`config.mk`:
```
export PLATFORM = sky130hd
export DESIGN_NAME = cht_horiz_timing
export DESIGN_NICKNAME = d
export VERILOG_FILES = /design/src/rtl/cht_pkg.sv /design/src/rtl/cht_horiz_timing.sv /design/src/rtl/cht_span_calc.sv
export SDC_FILE = /design/constraint.sdc
export NUM_CORES = 1
export LEC_CHECK = 0
export ABC_AREA = 1
export BUFFER_PORTS_ARGS = -buffer_cell sky130_fd_sc_hd__buf_2
export CAP_MARGIN = 10
export CORE_MARGIN = 2
export CORE_UTILIZATION = 62
export DETAILED_ROUTE_END_ITERATION = 16
export GPL_TIMING_DRIVEN = 1
export PLACE_DENSITY = 0.85
export REMOVE_ABC_BUFFERS = 1
export SLEW_MARGIN = 10
export SYNTH_ARGS = -nofsm -noshare
export SYNTH_HDL_FRONTEND = slang
export SYNTH_HIERARCHICAL = 1
export SYNTH_SLANG_ARGS = --single-unit
```
`constraint.sdc`:
```
create_clock -name clk -period 3.4 [get_ports clk]
set_input_delay 0.17 -clock clk [delete_from_list [all_inputs] [get_ports clk]]
set_output_delay 0.17 -clock clk [all_outputs]
set_load 0.02 [all_outputs]
```
`src/rtl/cht_pkg.sv`:
```
// Contract
// RL1 - Active width is (field+1) times eight pixels
// RL2 - CRT blanking is (field+1) times eight pixels
// RL3 - NTSC blanking is field times eight plus six
// RL4 - PAL blanking is field times eight plus seven
// RL5 - Software keeps CRT blanking field at least three
// RL6 - Software keeps sync start plus width inside blanking
// RL7 - Sync start delayed from blanking start, 8-pixel units
// RL8 - CRT sync start field*8 plus 3 or 5
// RL9 - TV sync start (field+1)*8 minus 7 or 5
// RL10 - Polarity bit 7 one gives active-high sync
// RL11 - Software sets polarity zero for NTSC or PAL
// RL12 - Sync width is (field+1) times eight pixels
// RL13 - Software sets sync width zero for NTSC/PAL
// RL14 - Count line: active period, blanking, then restart
package cht_pkg;

  localparam int ADDR_W = 8;
  localparam int DATA_W = 8;
  localparam int CNT_W_DEF = 11;
  localparam int CNT_W_MIN = 11;

  localparam logic [7:0] OFS_ACTIVE_WIDTH = 8'h50;
  localparam logic [7:0] OFS_CONTROL      = 8'h51;
  localparam logic [7:0] OFS_BLANK_PERIOD = 8'h52;
  localparam logic [7:0] OFS_SYNC_START   = 8'h53;
  localparam logic [7:0] OFS_SYNC_WID_POL = 8'h54;
  localparam logic [7:0] OFS_STATUS       = 8'h55;
  localparam logic [7:0] OFS_POS_LOW      = 8'h5c;
  localparam logic [7:0] OFS_POS_HIGH     = 8'h5d;

  localparam int ACTIVE_FIELD_W = 7;
  localparam int BLANK_FIELD_W  = 6;
  localparam int START_FIELD_W  = 6;
  localparam int WIDTH_FIELD_W  = 4;
  localparam int SYNC_POL_BIT   = 7;

  localparam int CTRL_ENABLE_BIT = 0;
  localparam int CTRL_TV_BIT     = 1;
  localparam int CTRL_PAL_BIT    = 2;
  localparam int CTRL_DEEP_BIT   = 3;
  localparam int CTRL_USED_W     = 4;

  localparam int STAT_BLANK_BIT  = 0;
  localparam int STAT_SYNC_BIT   = 1;
  localparam int STAT_RUN_BIT    = 2;

  localparam logic [7:0] RST_ACTIVE_WIDTH = 8'h00;
  localparam logic [7:0] RST_BLANK_PERIOD = 8'h00;
  localparam logic [7:0] RST_SYNC_START   = 8'h00;
  localparam logic [7:0] RST_SYNC_WID_POL = 8'h00;
  localparam logic [7:0] RST_CONTROL      = 8'h00;

  localparam int UNIT_SHIFT      = 3;
  localparam int BLANK_NTSC_ADD  = 6;
  localparam int BLANK_PAL_ADD   = 7;
  localparam int SYNC_CRT_ADD_LO = 3;
  localparam int SYNC_CRT_ADD_HI = 5;
  localparam int SYNC_TV_SUB_LO  = 7;
  localparam int SYNC_TV_SUB_HI  = 5;

  typedef enum logic [1:0] {
    PH_IDLE   = 2'b00,
    PH_ACTIVE = 2'b01,
    PH_BLANK  = 2'b10
  } cht_phase_t;

endpackage : cht_pkg

```
`src/rtl/cht_horiz_timing.sv`:
```
// Strobed register access was decided locally.
`timescale 1ns/1ps
`default_nettype none
module cht_horiz_timing
  import cht_pkg::*;
#(
  parameter int CNT_W = CNT_W_DEF
) (
  input  wire logic              clk,
  input  wire logic              rst,
  input  wire logic [ADDR_W-1:0] addr,
  input  wire logic [DATA_W-1:0] wrData,
  input  wire logic              wrStrobe,
  input  wire logic              rdStrobe,
  output logic      [DATA_W-1:0] rdData,
  output logic                   horizontalSyncOut,
  output logic                   displayEnable,
  output logic                   blankActive,
  output logic                   lineStart
);

  if (CNT_W < CNT_W_MIN) begin : g_chk
    $error("CNT_W too small for longest line phase");
  end

  typedef struct packed {
    logic [ACTIVE_FIELD_W-1:0] activeField;
    logic [BLANK_FIELD_W-1:0]  blankField;
    logic [START_FIELD_W-1:0]  startField;
    logic                      syncPol;
    logic [WIDTH_FIELD_W-1:0]  widthField;
    logic [CTRL_USED_W-1:0]    control;
    logic [DATA_W-1:0]         rdData;
    cht_phase_t                phase;
    logic [CNT_W-1:0]          pixCnt;
    logic [CNT_W-1:0]          activeLast;
    logic [CNT_W-1:0]          blankLast;
    logic [CNT_W-1:0]          syncBeg;
    logic [CNT_W-1:0]          syncEnd;
    logic                      syncOn;
    logic                      syncPin;
    logic                      dispEn;
    logic                      blank;
    logic                      lineStart;
  } cht_state_t;

  cht_state_t st_r;
  cht_state_t st_nxt;

  logic [CNT_W-1:0] calcActiveLast;
  logic [CNT_W-1:0] calcBlankLast;
  logic [CNT_W-1:0] calcSyncBeg;
  logic [CNT_W-1:0] calcSyncEnd;

  logic             runEn;
  logic             inSync;
  logic [15:0]      posWide;

  cht_span_calc #(
    .CNT_W (CNT_W)
  ) u_span (
    .clk         (clk),
    .rst         (rst),
    .activeField (st_r.activeField),
    .blankField  (st_r.blankField),
    .startField  (st_r.startField),
    .widthField  (st_r.widthField),
    .tvMode      (st_r.control[CTRL_TV_BIT]),
    .palMode     (st_r.control[CTRL_PAL_BIT]),
    .deepColour  (st_r.control[CTRL_DEEP_BIT]),
    .activeLast  (calcActiveLast),
    .blankLast   (calcBlankLast),
    .syncBeg     (calcSyncBeg),
    .syncEnd     (calcSyncEnd)
  );

  always_comb begin
    st_nxt  = st_r;
    runEn   = st_r.control[CTRL_ENABLE_BIT];
    inSync  = 1'b0;
    posWide = 16'(st_r.pixCnt);

    // Register writes
    if (wrStrobe) begin
      case (addr)
        OFS_ACTIVE_WIDTH: begin
          st_nxt.activeField = wrData[ACTIVE_FIELD_W-1:0];
        end
        OFS_BLANK_PERIOD: begin
          st_nxt.blankField = wrData[BLANK_FIELD_W-1:0];
        end
        OFS_SYNC_START: begin
          st_nxt.startField = wrData[START_FIELD_W-1:0];
        end
        OFS_SYNC_WID_POL: begin
          st_nxt.syncPol    = wrData[SYNC_POL_BIT];
          st_nxt.widthField = wrData[WIDTH_FIELD_W-1:0];
        end
        OFS_CONTROL: begin
          st_nxt.control = wrData[CTRL_USED_W-1:0];
        end
        default: begin
          st_nxt.control = st_r.control;
        end
      endcase
    end

    // Register reads, data valid only in the following cycle
    st_nxt.rdData = '0;
    if (rdStrobe) begin
      case (addr)
        OFS_ACTIVE_WIDTH: begin
          st_nxt.rdData = DATA_W'(st_r.activeField);
        end
        OFS_BLANK_PERIOD: begin
          st_nxt.rdData = DATA_W'(st_r.blankField);
        end
        OFS_SYNC_START: begin
          st_nxt.rdData = DATA_W'(st_r.startField);
        end
        OFS_SYNC_WID_POL: begin
          st_nxt.rdData = DATA_W'(st_r.widthField);
          st_nxt.rdData[SYNC_POL_BIT] = st_r.syncPol;
        end
        OFS_CONTROL: begin
          st_nxt.rdData = DATA_W'(st_r.control);
        end
        OFS_STATUS: begin
          st_nxt.rdData[STAT_BLANK_BIT] = st_r.blank;
          st_nxt.rdData[STAT_SYNC_BIT]  = st_r.syncOn;
          st_nxt.rdData[STAT_RUN_BIT]   = (st_r.phase != PH_IDLE);
        end
        OFS_POS_LOW: begin
          st_nxt.rdData = posWide[7:0];
        end
        OFS_POS_HIGH: begin
          st_nxt.rdData = posWide[15:8];
        end
        default: begin
          st_nxt.rdData = '0;
        end
      endcase
    end

    // Line counter
    st_nxt.lineStart = 1'b0;
    case (st_r.phase)
      PH_IDLE: begin
        // Spans follow the registers freely while stopped
        st_nxt.pixCnt     = '0;
        st_nxt.activeLast = calcActiveLast;
        st_nxt.blankLast  = calcBlankLast;
        st_nxt.syncBeg    = calcSyncBeg;
        st_nxt.syncEnd    = calcSyncEnd;
        if (runEn) begin
          st_nxt.phase     = PH_ACTIVE;
          st_nxt.lineStart = 1'b1;
        end
      end
      PH_ACTIVE: begin
        // RL14 active period first
        if (st_r.pixCnt == st_r.activeLast) begin
          st_nxt.pixCnt = '0;
          st_nxt.phase  = PH_BLANK;
        end else begin
          st_nxt.pixCnt = st_r.pixCnt + CNT_W'(1);
        end
      end
      PH_BLANK: begin
        // RL14 blanking then restart
        if (st_r.pixCnt == st_r.blankLast) begin
          st_nxt.pixCnt = '0;
          // While running, new span settings take effect only at a line edge, no torn lines
          st_nxt.activeLast = calcActiveLast;
          st_nxt.blankLast  = calcBlankLast;
          st_nxt.syncBeg    = calcSyncBeg;
          st_nxt.syncEnd    = calcSyncEnd;
          st_nxt.phase      = PH_ACTIVE;
          st_nxt.lineStart  = 1'b1;
        end else begin
          st_nxt.pixCnt = st_r.pixCnt + CNT_W'(1);
        end
      end
      default: begin
        st_nxt.phase  = PH_IDLE;
        st_nxt.pixCnt = '0;
      end
    endcase
    if (!runEn) begin
      st_nxt.phase     = PH_IDLE;
      st_nxt.lineStart = 1'b0;
    end

    // RL7 sync window inside blanking
    // RL6 a window past blanking end is cut off there
    if (st_r.phase == PH_BLANK) begin
      inSync = (st_r.pixCnt >= st_r.syncBeg) &&
               (st_r.pixCnt < st_r.syncEnd);
    end
    st_nxt.syncOn = inSync;
    // RL10 polarity select
    st_nxt.syncPin = st_r.syncPol ? inSync : !inSync;
    st_nxt.dispEn  = (st_r.phase == PH_ACTIVE);
    st_nxt.blank   = (st_r.phase == PH_BLANK);
  end

  always_ff @(posedge clk or posedge rst) begin
    if (rst) begin
      st_r             <= '0;
      st_r.activeField <= RST_ACTIVE_WIDTH[ACTIVE_FIELD_W-1:0];
      st_r.blankField  <= RST_BLANK_PERIOD[BLANK_FIELD_W-1:0];
      st_r.startField  <= RST_SYNC_START[START_FIELD_W-1:0];
      st_r.syncPol     <= RST_SYNC_WID_POL[SYNC_POL_BIT];
      st_r.widthField  <= RST_SYNC_WID_POL[WIDTH_FIELD_W-1:0];
      st_r.control     <= RST_CONTROL[CTRL_USED_W-1:0];
      st_r.phase       <= PH_IDLE;
      st_r.syncPin     <= !RST_SYNC_WID_POL[SYNC_POL_BIT];
    end else begin
      st_r <= st_nxt;
    end
  end

  assign rdData            = st_r.rdData;
  assign horizontalSyncOut = st_r.syncPin;
  assign displayEnable     = st_r.dispEn;
  assign blankActive       = st_r.blank;
  assign lineStart         = st_r.lineStart;

endmodule : cht_horiz_timing
`default_nettype wire

```
`src/rtl/cht_span_calc.sv`:
```
`timescale 1ns/1ps
`default_nettype none
module cht_span_calc
  import cht_pkg::*;
#(
  parameter int CNT_W = CNT_W_DEF
) (
  input  wire logic                      clk,
  input  wire logic                      rst,
  input  wire logic [ACTIVE_FIELD_W-1:0] activeField,
  input  wire logic [BLANK_FIELD_W-1:0]  blankField,
  input  wire logic [START_FIELD_W-1:0]  startField,
  input  wire logic [WIDTH_FIELD_W-1:0]  widthField,
  input  wire logic                      tvMode,
  input  wire logic                      palMode,
  input  wire logic                      deepColour,
  output logic      [CNT_W-1:0]          activeLast,
  output logic      [CNT_W-1:0]          blankLast,
  output logic      [CNT_W-1:0]          syncBeg,
  output logic      [CNT_W-1:0]          syncEnd
);

  if (CNT_W < CNT_W_MIN) begin : g_chk
    $error("CNT_W too small for longest line phase");
  end

  typedef struct packed {
    logic [CNT_W-1:0] activeLast;
    logic [CNT_W-1:0] blankLast;
    logic [CNT_W-1:0] syncBeg;
    logic [CNT_W-1:0] syncEnd;
  } cht_span_t;

  cht_span_t s_r;
  cht_span_t s_nxt;

  logic [CNT_W-1:0] active8;
  logic [CNT_W-1:0] blank8;
  logic [CNT_W-1:0] start8;
  logic [CNT_W-1:0] width8;

  always_comb begin
    active8 = CNT_W'(activeField) << UNIT_SHIFT;
    blank8  = CNT_W'(blankField) << UNIT_SHIFT;
    start8  = CNT_W'(startField) << UNIT_SHIFT;
    width8  = (CNT_W'(widthField) + CNT_W'(1)) << UNIT_SHIFT;
    // RL1 active span
    s_nxt.activeLast = active8 + CNT_W'((1 << UNIT_SHIFT) - 1);
    // RL2 CRT blanking span
    s_nxt.blankLast = blank8 + CNT_W'((1 << UNIT_SHIFT) - 1);
    if (tvMode && palMode) begin
      // RL4 PAL blanking span
      s_nxt.blankLast = blank8 + CNT_W'(BLANK_PAL_ADD - 1);
    end else if (tvMode) begin
      // RL3 NTSC blanking span
      s_nxt.blankLast = blank8 + CNT_W'(BLANK_NTSC_ADD - 1);
    end
    // RL7 RL8 CRT sync start
    s_nxt.syncBeg = start8 + CNT_W'(deepColour ? SYNC_CRT_ADD_HI
                                               : SYNC_CRT_ADD_LO);
    if (tvMode) begin
      // RL9 TV sync start
      s_nxt.syncBeg = start8 + CNT_W'(1 << UNIT_SHIFT)
                      - CNT_W'(deepColour ? SYNC_TV_SUB_HI
                                          : SYNC_TV_SUB_LO);
    end
    // RL12 sync width
    s_nxt.syncEnd = s_nxt.syncBeg + width8;
  end

  always_ff @(posedge clk or posedge rst) begin
    if (rst) begin
      s_r <= '0;
    end else begin
      s_r <= s_nxt;
    end
  end

  assign activeLast = s_r.activeLast;
  assign blankLast  = s_r.blankLast;
  assign syncBeg    = s_r.syncBeg;
  assign syncEnd    = s_r.syncEnd;

endmodule : cht_span_calc
`default_nettype wire
```
==> flow_summary.json, run 1 <==
{
  "syn_area_sq_um": 7213,
  "cts_hold_buf": 2,
  "yosysUniqueCellTypes": 40,
  "grt_pass1_wl_mm": 26.65,
  "syn_inst": 828,
  "finalWorstSetupSlack_ps": 711.3,
  "cts.path.max_buffers": 2,
  "vias": 5520,
  "drv_slew": 0,
  "regArea_sq_um": 3304,
  "ys_seq_area_share_pct": 45.81,
  "crit_end": "u_span/syncEnd[10]$_DFF_PP0_",
  "port_buffers": 31,
  "r2r_cells": 15,
  "place.gp.congestion": 0.8783,
  "initial_core_util_pct": 63.44,
  "period_needed_ps": 2689,
  "cts_resized": 0,
  "nets": 898,
  "netlist_top_cells_count": "nand2_1 (197), dfrtp_1 (131), nand3_1 (100)",
  "synth_largest_area_cell": "dfrtp_1",
  "first_pass_iters": 6,
  "avgSynthCellArea_sq_um": 8.712,
  "num-fill-cells": 864,
  "slew_headroom_pct": 52.12,
  "critPathMaxStageDelay_ps": 490,
  "post-route-period-util_pct": 79.08,
  "die_w_um": 111.9,
  "dpl.hpwl_mm": 10.89,
  "endpoint_kind": "flop",
  "wl_mm": 15.86,
  "antenna_left": 0,
  "worstPathArrival_ps": 3000,
  "root_buffer": "clkbuf_16",
  "htreeDepth": 4,
  "fin_skew_ps": 9.095,
  "multi_input_area_sq_um": 3213,
  "cts_tree": "done",
  "fmax_mhz": 371.9,
  "drive_gt1_share_pct": 15.81,
  "antenna_found_initial": 0,
  "maxCapViolCount": 0,
  "synth_edf_count": 0,
  "post-synth-top-count-cell": "nand2_1",
  "cts.clk_slew.worst_paths_ps": 60,
  "synth_top_area_share_pct": 45.45,
  "worst-setup-path-type": "reg2reg",
  "die_area_sq_um": 12510,
  "core_sq_um": 11370,
  "rsz0062_at_grt": "no",
  "status": "finished clean",
  "drc": 0,
  "powerDensity_nw_per_um2": 486.4,
  "power_w": 0.003812,
  "start_kind": "flop",
  "grt-ovfl-total": 0,
  "die_h_um": 111.9,
  "cpMaxStageDelayCell": "dfrtp_1",
  "num_rows": 39,
  "reg2reg_to": "u_span/syncEnd[10]$_DFF_PP0_",
  "drt_iter0_markers": 486,
  "vdd_drop_max_v": 0.0005376,
  "grt_pass1_vias": 5452,
  "synth_ff_type": "dfrtp_1",
  "diodes": 0,
  "crit_start": "st_r[80]$_DFFE_PP0P_",
  "synth_seq_cells": 132,
  "cts_buffers": 17,
  "grt_max_degree": 48,
  "r2r_start": "st_r[80]$_DFFE_PP0P_",
  "yosysWarningCount": 6,
  "setup_viol": 0,
  "hp-class": "in2reg",
  "final_core_util_pct": 68.94,
  "hold_start": "wrData[5]",
  "worstPathRequired_ps": 3710,
  "place_ws_ps": 764.5,
  "area_growth_pct": 8.673,
  "rrSetupSlack_ps": 710,
  "clock_sinks": 132,
  "wl_per_cell_um": 15.90,
  "synthTopCellsByArea": "dfrtp_1 (45%), nand2_1 (10%), nand3_1 (6.9%)",
  "ios": 32,
  "leakage_nw": 3.959,
  "tightest_slew_ps": 718.3,
  "clkLatencyLatePin_ps": 420,
  "finalHoldViolations": 0,
  "post-cts-setup-buffers": 0,
  "grt_use_total_pct": 27.20,
  "vias_per_cell": 5.537,
  "path_cells": "inv_1 > ha_1 > inv_1 > nand2_1 > inv_1 > a21oi_1 > xor2_1 > o21ai_0 > ha_1 > a21oi_1 > o21ai_0 > a21oi_1 > nor2_2 > nand3_1 > nand2_1",
  "cp_max_fo": 7,
  "async_reset_ff_share_pct": 100.0,
  "setup_tns_ps": 0
}
-- layout by cell type, fill, tap and decap left out, types with 12 or more instances in the layout --
| cell | instances |
|---|---|
| dfrtp_1 | 131 |
| nand4_1 | 12 |
| xnor2_1 | 13 |
| nor2_1 | 42 |
| ha_1 | 36 |
| o21ai_1 | 23 |
| clkbuf_16 | 17 |
| nand3_1 | 100 |
| inv_1 | 83 |
| buf_2 | 31 |
| o21ai_0 | 20 |
| a21oi_1 | 31 |
| nand2_1 | 196 |
| nand3_2 | 32 |
| xor2_1 | 15 |
-- per-layer routing --
metal,GRT usage (%),routed length [um],vias up,part of all wire [%]
met1,36.07,6832,2583,43
met5,0,0,-,0
met4,14.81,649,0,4.1
met2,42.18,7443,204,47
met3,5.661,931,44,5.9
li1,-,-,2689,-
-- per-stage QoR --
stage / cell area, sq um / instances / hold slack (ps)
6_report: 7839 / 997 / 34.17
3_5_place_dp: 7241 / 963 / 195.3
3_3_place_gp: 7241 / 963 / 187.7
2_1_floorplan: 6857 / 783 / 311.6
5_1_grt: 7839 / 997 / 61.88
4_1_cts: 7839 / 997 / 35.92
-- cells by family (layout without fill, tap and decap cells) --
group	after synthesis	in the layout	share of synthesized area, %
AO/OA/AOI/OAI	79	79	5.655
adder cells (fa/ha/maj)	37	37	6.522
AND/OR/NAND/NOR	411	411	28.50
XOR/XNOR	29	29	3.625
buffers and inverters	138	162	9.783
flip-flops	132	132	45.81
other	2	4	0.1041
-- state kept, by name, indices dropped and copies added (netlist names) --
signal and cells:
st_r 74, posWide 11, u_span/syncBeg 11, rdData 8, u_span/blankLast 8, u_span/syncEnd 8, u_span/activeLast 7, blankActive 1
displayEnable 1, horizontalSyncOut 1, lineStart 1, runEn 1
-- area by class of cell --
class | count | share of cell area (%)
tap | 143 | 2.283
inverter | 91 | 4.389
timing repair buffer | 39 | 2.809
clock buffer | 19 | 5.778
clock inverter | 13 | 1.596
multi-input combinational | 560 | 40.99
sequential | 132 | 42.15
-- worst max-delay path: cells and delay by family, from the launching register on --
kind	cells	cell delay (ps)
XOR/XNOR	1	140
buffers and inverters	3	310
AO/OA/AOI/OAI	5	730
adder cells (fa/ha/maj)	2	650
flip-flops	1	490
AND/OR/NAND/NOR	4	250
-- power breakdown --
| group | total [W] | switching (W) | leakage [nW] | internal, W |
|---|---|---|---|---|
| clock | 0.00176 | 0.000709 | 0.280 | 0.00105 |
| combinational | 0.000342 | 0.000226 | 1.93 | 0.000116 |
| sequential | 0.00171 | 0.0000607 | 1.75 | 0.00165 |
| total | 0.00381 | 0.000995 | 3.96 | 0.00282 |
-- how the worst min path moves through the flow --
stage / slack, ps / to / cells past startpoint
floorplan: 310 / u_span/activeLast[3]$_DFF_PP0_ / 1
global placement: 190 / st_r[14]$_DFFE_PP0P_ / 2
detailed placement: 200 / st_r[14]$_DFFE_PP0P_ / 2
CTS: 40 / st_r[84]$_DFFE_PP0P_ / 3
global route: 60 / st_r[90]$_DFFE_PP0P_ / 3
finish: 30 / st_r[84]$_DFFE_PP0P_ / 3
Note: power is estimated with default switching activity, not from simulation.
==> inputs of run 2 (changes only) <==
- clock period: 3.4 -> 2.8 ns (I/O delays scaled with it)
==> run 2 against run 1 <==
Compared with the run above:
- clock skew grew 9.0 ps
- critical path depth grew 1
- cell area grew 0.26%
- worst setup slack lost 400 ps
- highest routed layer unchanged
- clock power grew 23%
- critical path type unchanged
- critical endpoint unchanged
- register-to-register slack lost 400 ps
==> flow_summary.json, run 2 (same netlist as run 1, synthesis figures left out) <==
{
  "status": "finished clean",
  "worstPathRequired_ps": 3120,
  "post-cts-setup-buffers": 0,
  "r2r_cells": 16,
  "final_core_util_pct": 69.12,
  "antenna_found_initial": 0,
  "worstPathArrival_ps": 2810,
  "area_growth_pct": 8.951,
  "htreeDepth": 4,
  "power_w": 0.004667,
  "fmax_mhz": 401.3,
  "grt_pass1_wl_mm": 28.73,
  "root_buffer": "clkbuf_16",
  "vias": 5691,
  "antenna_left": 0,
  "holdPathStages": 3,
  "num-fill-cells": 834,
  "period_needed_ps": 2492,
  "timing.hold.ws_ps": 2.850,
  "largest_reg_flops": 74,
  "die_w_um": 111.9,
  "drc": 0,
  "endpoint_kind": "flop",
  "die_area_sq_um": 12510,
  "cts.clk_slew.worst_paths_ps": 70,
  "ios": 32,
  "grt_pass1_vias": 5630,
  "diodes": 0,
  "place.gp.congestion": 0.8698,
  "clock_sinks": 132,
  "dpl.hpwl_mm": 11.10,
  "largest_register": "st_r",
  "grt_max_degree": 51,
  "setup_viol": 0,
  "rrSetupSlack_ps": 310,
  "num_rows": 39,
  "wl_met2_mm": 8.354,
  "grt-ovfl-total": 0,
  "cts.path.max_buffers": 2,
  "grt_use_total_pct": 29.53,
  "vias_per_cell": 5.697,
  "cp_max_fo": 7,
  "drv_slew": 0,
  "min_to": "st_r[84]$_DFFE_PP0P_",
  "drt_iter0_markers": 487,
  "vdd_drop_max_v": 0.0006053,
  "die_h_um": 111.9,
  "port_buffers": 31,
  "cts_tree": "done",
  "worst-setup-path-type": "reg2reg",
  "first_pass_iters": 6,
  "place_area_sq_um": 7268,
  "slew_headroom_pct": 46.59,
  "nets": 900,
  "hp-class": "in2reg",
  "powerDensity_nw_per_um2": 593.8,
  "top_layer": "met4",
  "drive_gt1_share_pct": 16.00,
  "setup_tns_ps": 0,
  "layout_common_cells": "nand2_1 (196), dfrtp_1 (130), nand3_1 (100)",
  "r2r_start": "st_r[80]$_DFFE_PP0P_",
  "finalHoldViolations": 0,
  "met1Wirelength_mm": 7.016,
  "wl_mm": 17.16,
  "leakage_nw": 3.967,
  "clkLatencyLatePin_ps": 430,
  "post-route-period-util_pct": 88.99,
  "wl_per_cell_um": 17.17,
  "tightest_slew_ps": 798.2,
  "fin_skew_ps": 18.06,
  "maxCapViolCount": 0,
  "wl_met3_mm": 1.212,
  "cts_buffers": 17,
  "hold_start": "wrData[5]",
  "fin_area_sq_um": 7859,
  "reg2reg_to": "u_span/syncEnd[10]$_DFF_PP0_",
  "layout_commonest_cell": "nand2_1",
  "core_sq_um": 11370,
  "rsz0062_at_grt": "no",
  "start_kind": "flop",
  "initial_core_util_pct": 63.44
}
[run 2: report_power, final]
group	internal [W]	switching (W)
clock	0.00125	0.000916
sequential	0.00200	0.0000764
combinational	0.000145	0.000282
[run 2: worst max path at each step]
stage / startpoint / end / slack, ps / cells after the start
CTS: st_r[80]$_DFFE_PP0P_ / u_span/syncEnd[10]$_DFF_PP0_ / 180 / 15
global placement: st_r[80]$_DFFE_PP0P_ / u_span/syncEnd[10]$_DFF_PP0_ / 270 / 15
detailed placement: st_r[80]$_DFFE_PP0P_ / u_span/syncEnd[10]$_DFF_PP0_ / 190 / 15
finish: st_r[80]$_DFFE_PP0P_ / u_span/syncEnd[10]$_DFF_PP0_ / 310 / 16
global route: st_r[80]$_DFFE_PP0P_ / u_span/syncEnd[10]$_DFF_PP0_ / 60 / 16
floorplan: st_r[60]$_DFFE_PP0P_ / rdData[2]$_DFF_PP0_ / -220 / 6
[run 2: critical path, cell delays in order (launching register included)]
cell,delay [ps]
dfrtp_2,430
inv_1,110
ha_1,290
inv_1,60
nand2_1,50
inv_1,50
a21oi_1,150
xor2_1,160
o21ai_1,90
ha_1,360
nand2_1,80
o21ai_0,160
a21oi_1,90
nor2_2,150
nand2_1,70
nand2_1,60
nand2_1,40
[run 2: what timing repair did]
action                                  in CTS  in global routing
endpoints found under the setup margin       0                  2
endpoints found under the hold margin       82                  0
hold buffers                                 2                  0
resized for setup                            0                  2
[run 2: final cells by class]
cell class,count,area [sq um],area share (%)
sequential,132,3306,42.06
clock inverter,14,140.1,1.783
multi-input combinational,560,3213,40.89
tap,143,178.9,2.277
clock buffer,18,429.2,5.461
inverter,91,344.1,4.378
timing repair buffer,41,247.7,3.152
[run 2: through the flow]
stage,std cells,setup WS (ps)
after floorplan,783,-222.1
after global placement,965,274.3
after detailed placement,965,185.1
after CTS,999,178.2
after global routing,999,64.20
final,999,308.3
[run 2: layer usage]
metal	global-route usage, %	vias up
met4	10.95	0
met3	6.913	45
met5	0	-
li1	-	2696
met2	48.69	245
met1	38.34	2705
